File: config.mk
export PLATFORM = sky130hd
export DESIGN_NAME = emra_bridge
export DESIGN_NICKNAME = d
export VERILOG_FILES = /design/src/verilog/emra_pkg.sv /design/src/verilog/emra_xfer_if.sv /design/src/verilog/emra_xfer.sv /design/src/verilog/emra_bridge.sv
export SDC_FILE = /design/constraint.sdc
export NUM_CORES = 1
export LEC_CHECK = 0
export ABC_AREA = 1
export BUFFER_PORTS_ARGS = -buffer_cell sky130_fd_sc_hd__buf_2
export CAP_MARGIN = 0
export CORE_UTILIZATION = 57
export CTS_CLUSTER_SIZE = 10
export DETAILED_ROUTE_END_ITERATION = 7
export GPL_ROUTABILITY_DRIVEN = 0
export PLACE_DENSITY = 0.91
export SKIP_CTS_REPAIR_TIMING = 1
export SLEW_MARGIN = 25
export SYNTH_ARGS = -nofsm -noshare
export SYNTH_HDL_FRONTEND = slang
export SYNTH_SLANG_ARGS = --single-unit
File: constraint.sdc
create_clock -name clock_i -period 4.5 [get_ports clock_i]
set_clock_uncertainty 0.1 [all_clocks]
set_input_delay 0.45 -clock clock_i [delete_from_list [all_inputs] [get_ports clock_i]]
set_output_delay 0.45 -clock clock_i [all_outputs]
set_load 0.01 [all_outputs]
File: src/verilog/emra_pkg.sv
`default_nettype none
package emra_pkg;

    // Special-function-register map of the measurement bridge.
    localparam logic [7:0] SFR_PTR_ADDR   = 8'h91;
    localparam logic [7:0] SFR_DATA_LOW   = 8'h92;
    localparam logic [7:0] SFR_DATA_MID   = 8'h93;
    localparam logic [7:0] SFR_DATA_HIGH  = 8'h94;
    localparam logic [7:0] SFR_IRQ_EN_L   = 8'hd9;
    localparam logic [7:0] SFR_IRQ_ST_L   = 8'hdc;

    // Low-byte addresses of the three-byte latched values.
    localparam int         MEAS_CHANNELS  = 4;
    localparam logic [7:0] MEAS_BASE [MEAS_CHANNELS] =
        '{8'hd1, 8'hd4, 8'he2, 8'he5};

    // Pointer layout.
    localparam int         PTR_DIR_BIT    = 7;
    localparam int         PTR_ADDR_W     = 7;

    // Reset values.
    localparam logic [7:0]  PTR_RESET     = 8'h00;
    localparam logic [7:0]  BYTE_RESET    = 8'h00;
    localparam logic [23:0] WORD_RESET    = 24'h000000;

    // Clock rates and the derived core tick spacing.
    localparam int CLK_HZ       = 125_000_000;
    localparam int CORE_HZ      = 819_200;
    localparam int CORE_DIV_CYC = CLK_HZ / CORE_HZ;

    // Internal registers that are only one byte long.
    function automatic logic reg_is_byte(input logic [PTR_ADDR_W-1:0] a);
        case (a)
            7'h0b, 7'h0c, 7'h0d, 7'h0e, 7'h0f, 7'h10, 7'h13: return 1'b1;
            default: return 1'b0;
        endcase
    endfunction

    typedef enum logic [1:0] {
        EMRA_IDLE = 2'b00,
        EMRA_WAIT = 2'b01,
        EMRA_DONE = 2'b10
    } emra_state_t;

endpackage
`default_nettype wire

File: src/verilog/emra_xfer_if.sv
`timescale 1ns/1ns
`default_nettype none
interface emra_xfer_if;
    logic        start;
    logic        write;
    logic [6:0]  addr;
    logic [23:0] wdata;
    logic        busy;
    logic        done;
    logic [23:0] rdata;

    modport ctl (output start, output write, output addr, output wdata,
                 input busy, input done, input rdata);
    modport eng (input start, input write, input addr, input wdata,
                 output busy, output done, output rdata);
endinterface
`default_nettype wire

File: src/verilog/emra_xfer.sv
`timescale 1ns/1ns
`default_nettype none
module emra_xfer
    import emra_pkg::*;
#(
    parameter int CORE_DIV = CORE_DIV_CYC
) (
    input  wire logic        clock_i,
    input  wire logic        rst_n_i,
    emra_xfer_if.eng         xfer,
    output logic             core_req_o,
    output logic             core_write_o,
    output logic [6:0]       core_addr_o,
    output logic [23:0]      core_wdata_o,
    output logic             core_byte_o,
    input  wire logic [23:0] core_rdata_i
);

    localparam int DW = $clog2(CORE_DIV);

    if (CORE_DIV < 2) begin : g_chk
        $error("CORE_DIV must be at least 2");
    end

    logic [DW-1:0] div_r;
    logic          tick;
    emra_state_t   state_r;
    logic [23:0]   rdata_r;

    ////////////////////////////////////////////////////////////////////////
    // The core runs on a slower tick; every access is taken on a tick edge.
    always_ff @(posedge clock_i or negedge rst_n_i) begin
        if (!rst_n_i) begin
            div_r <= '0;
        end else if (div_r == DW'(CORE_DIV - 1)) begin
            div_r <= '0;
        end else begin
            div_r <= div_r + DW'(1);
        end
    end
    assign tick = (div_r == DW'(CORE_DIV - 1));

    ////////////////////////////////////////////////////////////////////////
    // Request is held from start and issued on the next tick, so latency is
    // bounded by one core period plus one cycle.
    always_ff @(posedge clock_i or negedge rst_n_i) begin
        if (!rst_n_i) begin
            state_r      <= EMRA_IDLE;
            core_req_o   <= 1'b0;
            core_write_o <= 1'b0;
            core_addr_o  <= 7'h00;
            core_wdata_o <= WORD_RESET;
            core_byte_o  <= 1'b0;
            rdata_r      <= WORD_RESET;
        end else begin
            core_req_o <= 1'b0;
            case (state_r)
                EMRA_IDLE: begin
                    if (xfer.start) begin
                        state_r      <= EMRA_WAIT;
                        core_write_o <= xfer.write;
                        core_addr_o  <= xfer.addr;
                        core_byte_o  <= reg_is_byte(xfer.addr);
                        // One-byte targets get only the low data byte.
                        core_wdata_o <= reg_is_byte(xfer.addr) ?
                            {16'h0000, xfer.wdata[7:0]} : xfer.wdata;
                    end
                end
                EMRA_WAIT: begin
                    if (tick) begin
                        core_req_o <= 1'b1;
                        state_r    <= EMRA_DONE;
                        // Upper bytes of a one-byte read return as zero.
                        rdata_r    <= core_byte_o ?
                            {16'h0000, core_rdata_i[7:0]} : core_rdata_i;
                    end
                end
                EMRA_DONE: begin
                    state_r <= EMRA_IDLE;
                end
                default: begin
                    state_r <= EMRA_IDLE;
                end
            endcase
        end
    end

    assign xfer.busy  = (state_r != EMRA_IDLE);
    assign xfer.done  = (state_r == EMRA_DONE);
    assign xfer.rdata = rdata_r;

endmodule // emra_xfer
`default_nettype wire

File: src/verilog/emra_bridge.sv
`timescale 1ns/1ns
`default_nettype none
module emra_bridge
    import emra_pkg::*;
#(
    parameter int CORE_DIV = CORE_DIV_CYC
) (
    input  wire logic        clock_i,
    input  wire logic        rst_n_i,
    // Special-function-register bus of the processor core.
    input  wire logic [7:0]  sfr_addr_i,
    input  wire logic        sfr_wr_i,
    input  wire logic        sfr_rd_i,
    input  wire logic [7:0]  sfr_wdata_i,
    output logic [7:0]       sfr_rdata_o,
    // Live values from the measurement core.
    input  wire logic [23:0] vrms_i,
    input  wire logic [23:0] irms_i,
    input  wire logic [23:0] wave_one_i,
    input  wire logic [23:0] wave_two_i,
    input  wire logic [23:0] irq_status_i,
    output logic [23:0]      irq_enable_o,
    output logic [23:0]      irq_status_clr_o,
    // Internal register port of the measurement core.
    output logic             core_req_o,
    output logic             core_write_o,
    output logic [6:0]       core_addr_o,
    output logic [23:0]      core_wdata_o,
    output logic             core_byte_o,
    input  wire logic [23:0] core_rdata_i,
    output logic             xfer_busy_o
);

    emra_xfer_if xfer ();

    // The transfer engine cannot count a divider shorter than two cycles.
    if (CORE_DIV < 2) begin : g_chk
        $error("CORE_DIV must be at least 2");
    end

    logic [7:0]  measurement_pointer_address_r;
    logic [7:0]  pointer_data_low_r;
    logic [7:0]  pointer_data_middle_r;
    logic [7:0]  pointer_data_high_r;
    logic [23:0] irq_enable_r;
    logic [23:0] irq_clr_r;
    logic [7:0]  rdata_r;
    logic [7:0]  rd_nxt;
    logic        ptr_wr;
    logic [23:0] meas_live [MEAS_CHANNELS];
    logic [23:0] meas_latch_r [MEAS_CHANNELS];
    logic [2:0]  meas_hit [MEAS_CHANNELS];

    assign meas_live[0] = vrms_i;
    assign meas_live[1] = irms_i;
    assign meas_live[2] = wave_one_i;
    assign meas_live[3] = wave_two_i;

    ////////////////////////////////////////////////////////////////////////
    // Pointer write starts a transfer. A write while one is still running is
    // dropped whole, so the running transfer keeps its address and data.
    // Nothing flags the dropped write; software has to wait out the busy
    // time, which is the price of keeping the engine a single request deep.
    assign ptr_wr = sfr_wr_i && (sfr_addr_i == SFR_PTR_ADDR)
                    && !xfer.busy;

    assign xfer.start = ptr_wr;
    assign xfer.write = sfr_wdata_i[PTR_DIR_BIT];
    assign xfer.addr  = sfr_wdata_i[PTR_ADDR_W-1:0];
    assign xfer.wdata = {pointer_data_high_r, pointer_data_middle_r,
                         pointer_data_low_r};

    always_ff @(posedge clock_i or negedge rst_n_i) begin
        if (!rst_n_i) begin
            measurement_pointer_address_r <= PTR_RESET;
        end else if (ptr_wr) begin
            measurement_pointer_address_r <= sfr_wdata_i;
        end
    end

    ////////////////////////////////////////////////////////////////////////
    // Data SFRs. A finished read overrides a software write in the same
    // cycle; otherwise they hold until software or a later read changes them.
    // Losing the software write there is deliberate: the read was asked first.
    always_ff @(posedge clock_i or negedge rst_n_i) begin
        if (!rst_n_i) begin
            pointer_data_low_r    <= BYTE_RESET;
            pointer_data_middle_r <= BYTE_RESET;
            pointer_data_high_r   <= BYTE_RESET;
        end else if (xfer.done && !core_write_o) begin
            pointer_data_low_r    <= xfer.rdata[7:0];
            pointer_data_middle_r <= xfer.rdata[15:8];
            pointer_data_high_r   <= xfer.rdata[23:16];
        end else if (sfr_wr_i) begin
            if (sfr_addr_i == SFR_DATA_LOW) begin
                pointer_data_low_r <= sfr_wdata_i;
            end
            if (sfr_addr_i == SFR_DATA_MID) begin
                pointer_data_middle_r <= sfr_wdata_i;
            end
            if (sfr_addr_i == SFR_DATA_HIGH) begin
                pointer_data_high_r <= sfr_wdata_i;
            end
        end
    end

    ////////////////////////////////////////////////////////////////////////
    // Interrupt enable bytes are held here; writing a status byte sends a
    // one-cycle clear pulse for each bit written as one.
    always_ff @(posedge clock_i or negedge rst_n_i) begin
        if (!rst_n_i) begin
            irq_enable_r <= WORD_RESET;
            irq_clr_r    <= WORD_RESET;
        end else begin
            irq_clr_r <= WORD_RESET;
            if (sfr_wr_i) begin
                for (int b = 0; b < 3; b++) begin
                    if (sfr_addr_i == SFR_IRQ_EN_L + 8'(b)) begin
                        irq_enable_r[8*b +: 8] <= sfr_wdata_i;
                    end
                    if (sfr_addr_i == SFR_IRQ_ST_L + 8'(b)) begin
                        irq_clr_r[8*b +: 8] <= sfr_wdata_i;
                    end
                end
            end
        end
    end

    assign irq_enable_o     = irq_enable_r;
    assign irq_status_clr_o = irq_clr_r;

    ////////////////////////////////////////////////////////////////////////
    // Three-byte values: the high-byte read captures all 24 bits at once, so
    // the later low and middle reads belong to the same sample.
    for (genvar g = 0; g < MEAS_CHANNELS; g++) begin : g_meas
        for (genvar k = 0; k < 3; k++) begin : g_byte
            assign meas_hit[g][k] = (sfr_addr_i == MEAS_BASE[g] + 8'(k));
        end
        always_ff @(posedge clock_i or negedge rst_n_i) begin
            if (!rst_n_i) begin
                meas_latch_r[g] <= WORD_RESET;
            end else if (sfr_rd_i && meas_hit[g][2]) begin
                meas_latch_r[g] <= meas_live[g];
            end
        end
    end

    ////////////////////////////////////////////////////////////////////////
    // Read multiplexer. Unmapped addresses read as zero.
    always_comb begin
        rd_nxt = BYTE_RESET;
        case (sfr_addr_i)
            SFR_PTR_ADDR:  rd_nxt = measurement_pointer_address_r;
            SFR_DATA_LOW:  rd_nxt = pointer_data_low_r;
            SFR_DATA_MID:  rd_nxt = pointer_data_middle_r;
            SFR_DATA_HIGH: rd_nxt = pointer_data_high_r;
            default:       rd_nxt = BYTE_RESET;
        endcase
        for (int b = 0; b < 3; b++) begin
            if (sfr_addr_i == SFR_IRQ_EN_L + 8'(b)) begin
                rd_nxt = irq_enable_r[8*b +: 8];
            end
            // Each status byte is captured alone at its own read.
            if (sfr_addr_i == SFR_IRQ_ST_L + 8'(b)) begin
                rd_nxt = irq_status_i[8*b +: 8];
            end
        end
        for (int c = 0; c < MEAS_CHANNELS; c++) begin
            if (meas_hit[c][2]) begin
                rd_nxt = meas_live[c][23:16];
            end
            if (meas_hit[c][1]) begin
                rd_nxt = meas_latch_r[c][15:8];
            end
            if (meas_hit[c][0]) begin
                rd_nxt = meas_latch_r[c][7:0];
            end
        end
    end

    // Read data is registered; it appears the cycle after the read strobe
    // and holds until the next read.
    // Registering costs a cycle of latency but keeps the wide multiplexer
    // out of the processor's data path.
    always_ff @(posedge clock_i or negedge rst_n_i) begin
        if (!rst_n_i) begin
            rdata_r <= BYTE_RESET;
        end else if (sfr_rd_i) begin
            rdata_r <= rd_nxt;
        end
    end

    assign sfr_rdata_o = rdata_r;
    assign xfer_busy_o = xfer.busy;

    ////////////////////////////////////////////////////////////////////////
    // Transfer engine on the slower core tick.
    emra_xfer #(
        .CORE_DIV (CORE_DIV)
    ) u_xfer (
        .clock_i      (clock_i),
        .rst_n_i      (rst_n_i),
        .xfer         (xfer.eng),
        .core_req_o   (core_req_o),
        .core_write_o (core_write_o),
        .core_addr_o  (core_addr_o),
        .core_wdata_o (core_wdata_o),
        .core_byte_o  (core_byte_o),
        .core_rdata_i (core_rdata_i)
    );

endmodule // emra_bridge
`default_nettype wire

# Yosys cells after proc, flatten, opt, wreduce, memory -nomap -nowiden
# Index checks and enable logic that the tools add are counted.
[word_totals]
in_bits = 164
register_bits = 220
wordCells = 124
out_inout_bits = 91
[op_classes]
n_addsub = 1
n_mux = 43
eq_ne = 34
n_reduce_logical = 25
[op_table]
columns = ["op", "count"]
rows = [
  ["two-way mux 8 bit", 31],
  ["== test 8 bit, second input constant", 23],
  ["two-way mux 24 bit", 3],
  ["== test 7 x 4 -> 1 bit, second input constant", 5],
  ["case mux 8 bit (4 select lines)", 1],
  ["AND reduction 2 bit", 9],
  ["== test 7 x 5 -> 1 bit, second input constant", 2],
  ["nonzero test 2 bit", 5],
  ["adder 8 x 1 -> 8 bit, second input constant", 1],
  ["logical AND 1 bit", 7],
  ["OR reduction 7 bit", 1],
  ["two-way mux 1 bit", 5],
  ["two-way mux 2 bit", 2],
  ["case mux 2 bit (2 select lines)", 1],
  ["== test 2 x 1 -> 1 bit, second input constant", 1],
  ["== test 2 bit, second input constant", 1],
  ["logical NOT 1 bit", 2],
  ["logical NOT 2 bit", 1],
  ["inequality test 2 x 1 -> 1 bit, second input constant", 1],
  ["inequality test 2 bit, second input constant", 1],
]

# Logic depth before layout (Yosys ltp)
[logic_depth]
word_depth = 20
depth_mapped = 18
ltp_nobuf = 17

# Modules after synthesis
# From an unflattened synthesis, not the netlist that was laid out.
[unflattened]
cells_unflattened = 1229
area_unflattened_um2 = 10249.8
[modules_own_cells]
columns = ["module", "area_each_um2", "seq_area_each_um2", "n_inst", "cells_per_inst"]
rows = [
  ["emra_bridge", 7440.9, 3803.6, 1, 916],
  ["emra_xfer", 2808.9, 1701.6, 1, 313],
]

# Least setup slack after synthesis
# Ideal clock, no wire load.
[synth_path]
path_kind = "input to register"
from = "input port sfr_addr_i[5]"
to = "register rdata_r[3] (netlist: sfr_rdata_o[3])"
setup_ns = 0.116
path_stages = 16
arrival_ns = 1.745
t_required_ns = 4.284
path_slack_ns = 2.538
path_buffers = 1
cell_sequence = "inv_2 -> nand2_4 -> nor2_4 -> nand3_2 -> buf_6 -> or2_0 -> nand2_1 -> nand4_1 -> nand2_1 -> nand4_1 -> nand2_1 -> nand3_1 -> nand2_1 -> nand3_1 -> nand2_1 -> nand2_1"
[synth_via]
elab_chain_cells = 20
elab_cells_between_ends = 41
cone_classes = "eq/ne (22); mux (19)"
[synth_lines]
columns = ["element", "line", "text"]
rows = [
  ["from (decl)", "emra_bridge.sv:11", "input wire logic [7:0] sfr_addr_i,"],
  ["== test 8 bit", "emra_bridge.sv:152", "case (sfr_addr_i)"],
  ["case mux 8 bit (4 select lines)", "emra_bridge.sv:152", ""],
  ["two-way mux 8 bit", "emra_bridge.sv:160", "if (sfr_addr_i == SFR_IRQ_EN_L + 8'(b)) begin"],
  ["two-way mux 8 bit", "emra_bridge.sv:164", "if (sfr_addr_i == SFR_IRQ_ST_L + 8'(b)) begin"],
  ["two-way mux 8 bit", "emra_bridge.sv:160", ""],
  ["two-way mux 8 bit", "emra_bridge.sv:164", ""],
  ["two-way mux 8 bit", "emra_bridge.sv:160", ""],
  ["two-way mux 8 bit", "emra_bridge.sv:164", ""],
  ["(+4 left out)", "n/a", ""],
  ["two-way mux 8 bit", "emra_bridge.sv:172", "if (meas_hit[c][1]) begin"],
  ["two-way mux 8 bit", "emra_bridge.sv:175", "if (meas_hit[c][0]) begin"],
  ["two-way mux 8 bit", "emra_bridge.sv:169", "if (meas_hit[c][2]) begin"],
  ["two-way mux 8 bit", "emra_bridge.sv:172", ""],
  ["two-way mux 8 bit", "emra_bridge.sv:175", ""],
  ["two-way mux 8 bit", "emra_bridge.sv:169", ""],
  ["two-way mux 8 bit", "emra_bridge.sv:172", ""],
  ["two-way mux 8 bit (*)", "emra_bridge.sv:175", ""],
  ["to (signal assigned)", "emra_bridge.sv:189", "rdata_r <= rd_nxt;"],
  ["to (decl)", "emra_bridge.sv:47", "logic [7:0] rdata_r;"],
]
# Mark *: on every way between the ends. The rest lies on a longest branch, timed or not.
# A chain may end at the register's enable or synchronous reset.

# Final worst setup path
[layout_path]
from = "input port sfr_addr_i[5]"
to = "register rdata_r[7] (netlist: sfr_rdata_o[7])"
# The elaborated chain is that of the path after synthesis.

==> flow_metrics.env <==
export IMPL_ys_seq_area_share_pct=53.9
export IMPL_setup_tns_ns=0
export IMPL_viasPerCell=5.69
export IMPL_ant_nets=0
export IMPL_dp_hpwl_um=20900
export IMPL_grt_max_degree=118
export IMPL_post_route_min_period_ns=2.74
export IMPL_ys_ff_latch=212
export IMPL_post_route_cell_area_um2=11900
export IMPL_worst_path_buf_inv=2
export IMPL_portBuffers=254
export IMPL_fill_cells=1234
export IMPL_multi_input_area_um2=3960
export IMPL_max_cap_violations=0
export IMPL_start_kind="primary input"
export IMPL_met2_wirelength_um=13200
export IMPL_grt_setup_unrepaired="no"
export IMPL_clkLatencyLatePin_ns=0.52
export IMPL_hold_viol=0
export IMPL_drt_iter0_markers=1027
export IMPL_critPathMaxFanout=24
export IMPL_synthToLayoutAreaGrowth_pct=21.5
export IMPL_clock_sinks=212
export IMPL_syn_inst=1159
export IMPL_cts_tree="done"
export IMPL_worstPathRequired_ns=4.81
export IMPL_grt_pass1_wl_um=45500
export IMPL_ys_types=34
export IMPL_cp_top_family="simple AND/OR/NAND/NOR gates"
export IMPL_final_seq_area_um2=5310
export IMPL_numCtsBuffers=25
export IMPL_holdCritPathClass="primary input to flip-flop"
export IMPL_synth_avg_cell_area_um2=8.49
export IMPL_drc=0
export IMPL_num_rows=47
export IMPL_drive_gt1_share_pct=25.6
export IMPL_firstDrtPassIters=8
export IMPL_status="complete, no violations"
export IMPL_crit_path_end_kind="flip-flop"
export IMPL_cp_common_cell="nand2_1"
export IMPL_cts_root_buffer="clkbuf_16"
export IMPL_vias=9301
export IMPL_syn_nets=1324
export IMPL_clk_path_buf_depth=3
export IMPL_maxSlewViolCount=0
export IMPL_cp_data_arrival_time_ns=3.05
export IMPL_drt_met1_wl_um=11200
export IMPL_setup_viol=0
export IMPL_core_um2=16700
export IMPL_antenna_found_initial=3
export IMPL_worstMarginPinSlew_ns=0.902
export IMPL_htree_num_levels=1
export IMPL_cp_slowest_cell="nand3_2"
export IMPL_crit_chain="buf_2, inv_2, nand2_4, nor2_4, nand3_2, or2_2, nand2_1, nand4_1, nand2_1, nand4_1, nand2_1, nand3_1, nand2_1, nand3_1, nand2_1, nand2_1"
export IMPL_final_nets=1574
export IMPL_grt_pass1_vias=8847
export IMPL_initial_utilization_pct=58.9
export IMPL_clk_pin_slew_ns=0.06
export IMPL_die_area_um2=17800
export IMPL_highest_layer="met4"
export IMPL_crit_type="primary input to flip-flop"
export IMPL_totalWireLength_um=29100
export IMPL_max_slew_margin_rel_pct=39.4
export IMPL_chipWidth_um=133
export IMPL_grtUsageTotal_pct=32.9
export IMPL_wl_per_cell_um=17.8
export IMPL_leakage_nw=6.37
export IMPL_slowest_delay_ns=0.54
export IMPL_placed_area_um2=11200
export IMPL_gr_total_overflow=0
export IMPL_wl_met3_um=2930
export IMPL_fin_crit_sh_pct=61.0
export IMPL_yosys_warnings=0
export IMPL_die_h_um=133
export IMPL_clock_fmax_mhz=364
export IMPL_p_per_area_nw_per_um2=336
export IMPL_synth_area_um2=9840
export IMPL_ir_drop_mv=0.282
export IMPL_top_level_ports=255
[placed cells by master (no fill, tap or decap), types with 9 or more instances in the layout]
master and instances:
a21oi_1 61, a22o_1 16, buf_2 253, clkbuf_16 25, dfrtp_1 212, inv_1 93, mux2_2 32, nand2_1 380
nand3_1 92, nand4_1 25, nor2_1 86, nor2_4 9, o21ai_0 67
[metrics by stage]
step / total power, mW / hold slack, ns / setup WS [ns] / utilization [%] / std cells
after floorplan: 2.14 / 0.0544 / 2.54 / - / 1159
after global placement: 2.31 / 0.350 / 1.51 / 67.3 / 1600
after detailed placement: 2.32 / 0.353 / 1.41 / 67.3 / 1600
after CTS: 4.02 / 0.0140 / 1.87 / 71.2 / 1629
after global routing: 4.14 / 0.0471 / 1.62 / 71.5 / 1634
final: 4.01 / 0.0356 / 1.76 / 71.5 / 1634
[per-layer routing]
| layer | track usage [%] | vias to the layer above |
|---|---|---|
| li1 | - | 4248 |
| met1 | 43.6 | 4286 |
| met2 | 50.5 | 616 |
| met3 | 7.08 | 151 |
| met4 | 18.6 | 0 |
| met5 | 0 | - |
[worst min-delay path, delay by kind of cell]
kind | cells | cell delay [ns]
and+or+nand+nor | 2 | 0.09
buffers and inverters | 1 | 0.07
[path summary, 6_finish.rpt]
kind                                     endpoint  cells after the start                              from  slack, ns
max                                sfr_rdata_o[7]                     16                     sfr_addr_i[5]       1.76
min                          u_xfer.xfer.rdata[7]                      3                   core_rdata_i[7]       0.04
max reg2reg                pointer_data_high_r[1]                      6  measurement_pointer_address_r[7]       1.89
min reg2reg                u_xfer.core_wdata_o[7]                      2            u_xfer.core_wdata_o[7]       0.37
max in group asynchronous         irq_enable_o[0]                      3                           rst_n_i       3.22
min in group asynchronous    u_xfer.xfer.rdata[8]                      2                           rst_n_i       0.28
[registers in the layout, indices dropped and copies added (netlist names), 2 cells and up]
name,flops
pointer_data_high_r,8
u_xfer.core_addr_o,7
sfr_rdata_o,8
u_xfer.xfer.rdata,24
u_xfer.state_r,2
irq_status_clr_o,24
pointer_data_middle_r,8
irq_enable_o,24
u_xfer.div_r,8
meas_latch_r,64
pointer_data_low_r,8
u_xfer.core_wdata_o,24
[layout make-up]
type                    count  share of cell area, %
multi-input cells         807                   33.2
repair buffers            259                   11.3
well taps                 220                   2.30
flip-flops and latches    212                   44.4
clock inverters             2                  0.147
inverters                 104                   3.29
diodes                      3                 0.0628
clock buffers              27                   5.30
[cell usage after synthesis]
library cell	count	share of area, %
nand2_1	380	15
dfrtp_1	212	54
inv_1	94	3.6
nand3_1	92	4.7
nor2_1	86	3.3
o21ai_0	67	3.4
a21oi_1	61	3.1
mux2_2	32	3.7
nand4_1	25	1.6
clkbuf_1	20	0.76
a22o_1	16	1.4
buf_2	9	0.46
nor2_4	9	1.0
nand2_2	6	0.38
buf_4	5	0.38
inv_2	5	0.19
nor3_1	5	0.25
clkinv_1	4	0.15
nor2_2	4	0.25
or2_0	4	0.25
or2_2	4	0.25
nor3_2	3	0.31
nor4_4	3	0.65
buf_6	2	0.23
nand2_4	2	0.23
a2111oi_2	1	0.15
a22oi_1	1	0.076
ha_1	1	0.13
inv_4	1	0.064
nand3_2	1	0.10
nand4_2	1	0.13
nor3_4	1	0.17
nor4_2	1	0.13
xor2_1	1	0.089
[power by group]
part	internal [mW]	leakage (nW)	switching (mW)
registers	1.97	2.53	0.0464
clock network	0.984	0.319	0.730
logic	0.108	3.53	0.180
[cells by family after synthesis]
family                     Yosys count  share of synthesized area [%]
muxes                               32                           3.66
xor gates and xnor gates             1                         0.0891
DFF                                212                           53.9
AOI/OAI and AO/OA                  146                           8.17
adders and majority gates            1                          0.127
and+or+nand+nor                    627                           28.2
buffers and inverters              140                           5.83
Note: power is estimated with default switching activity, not from simulation.
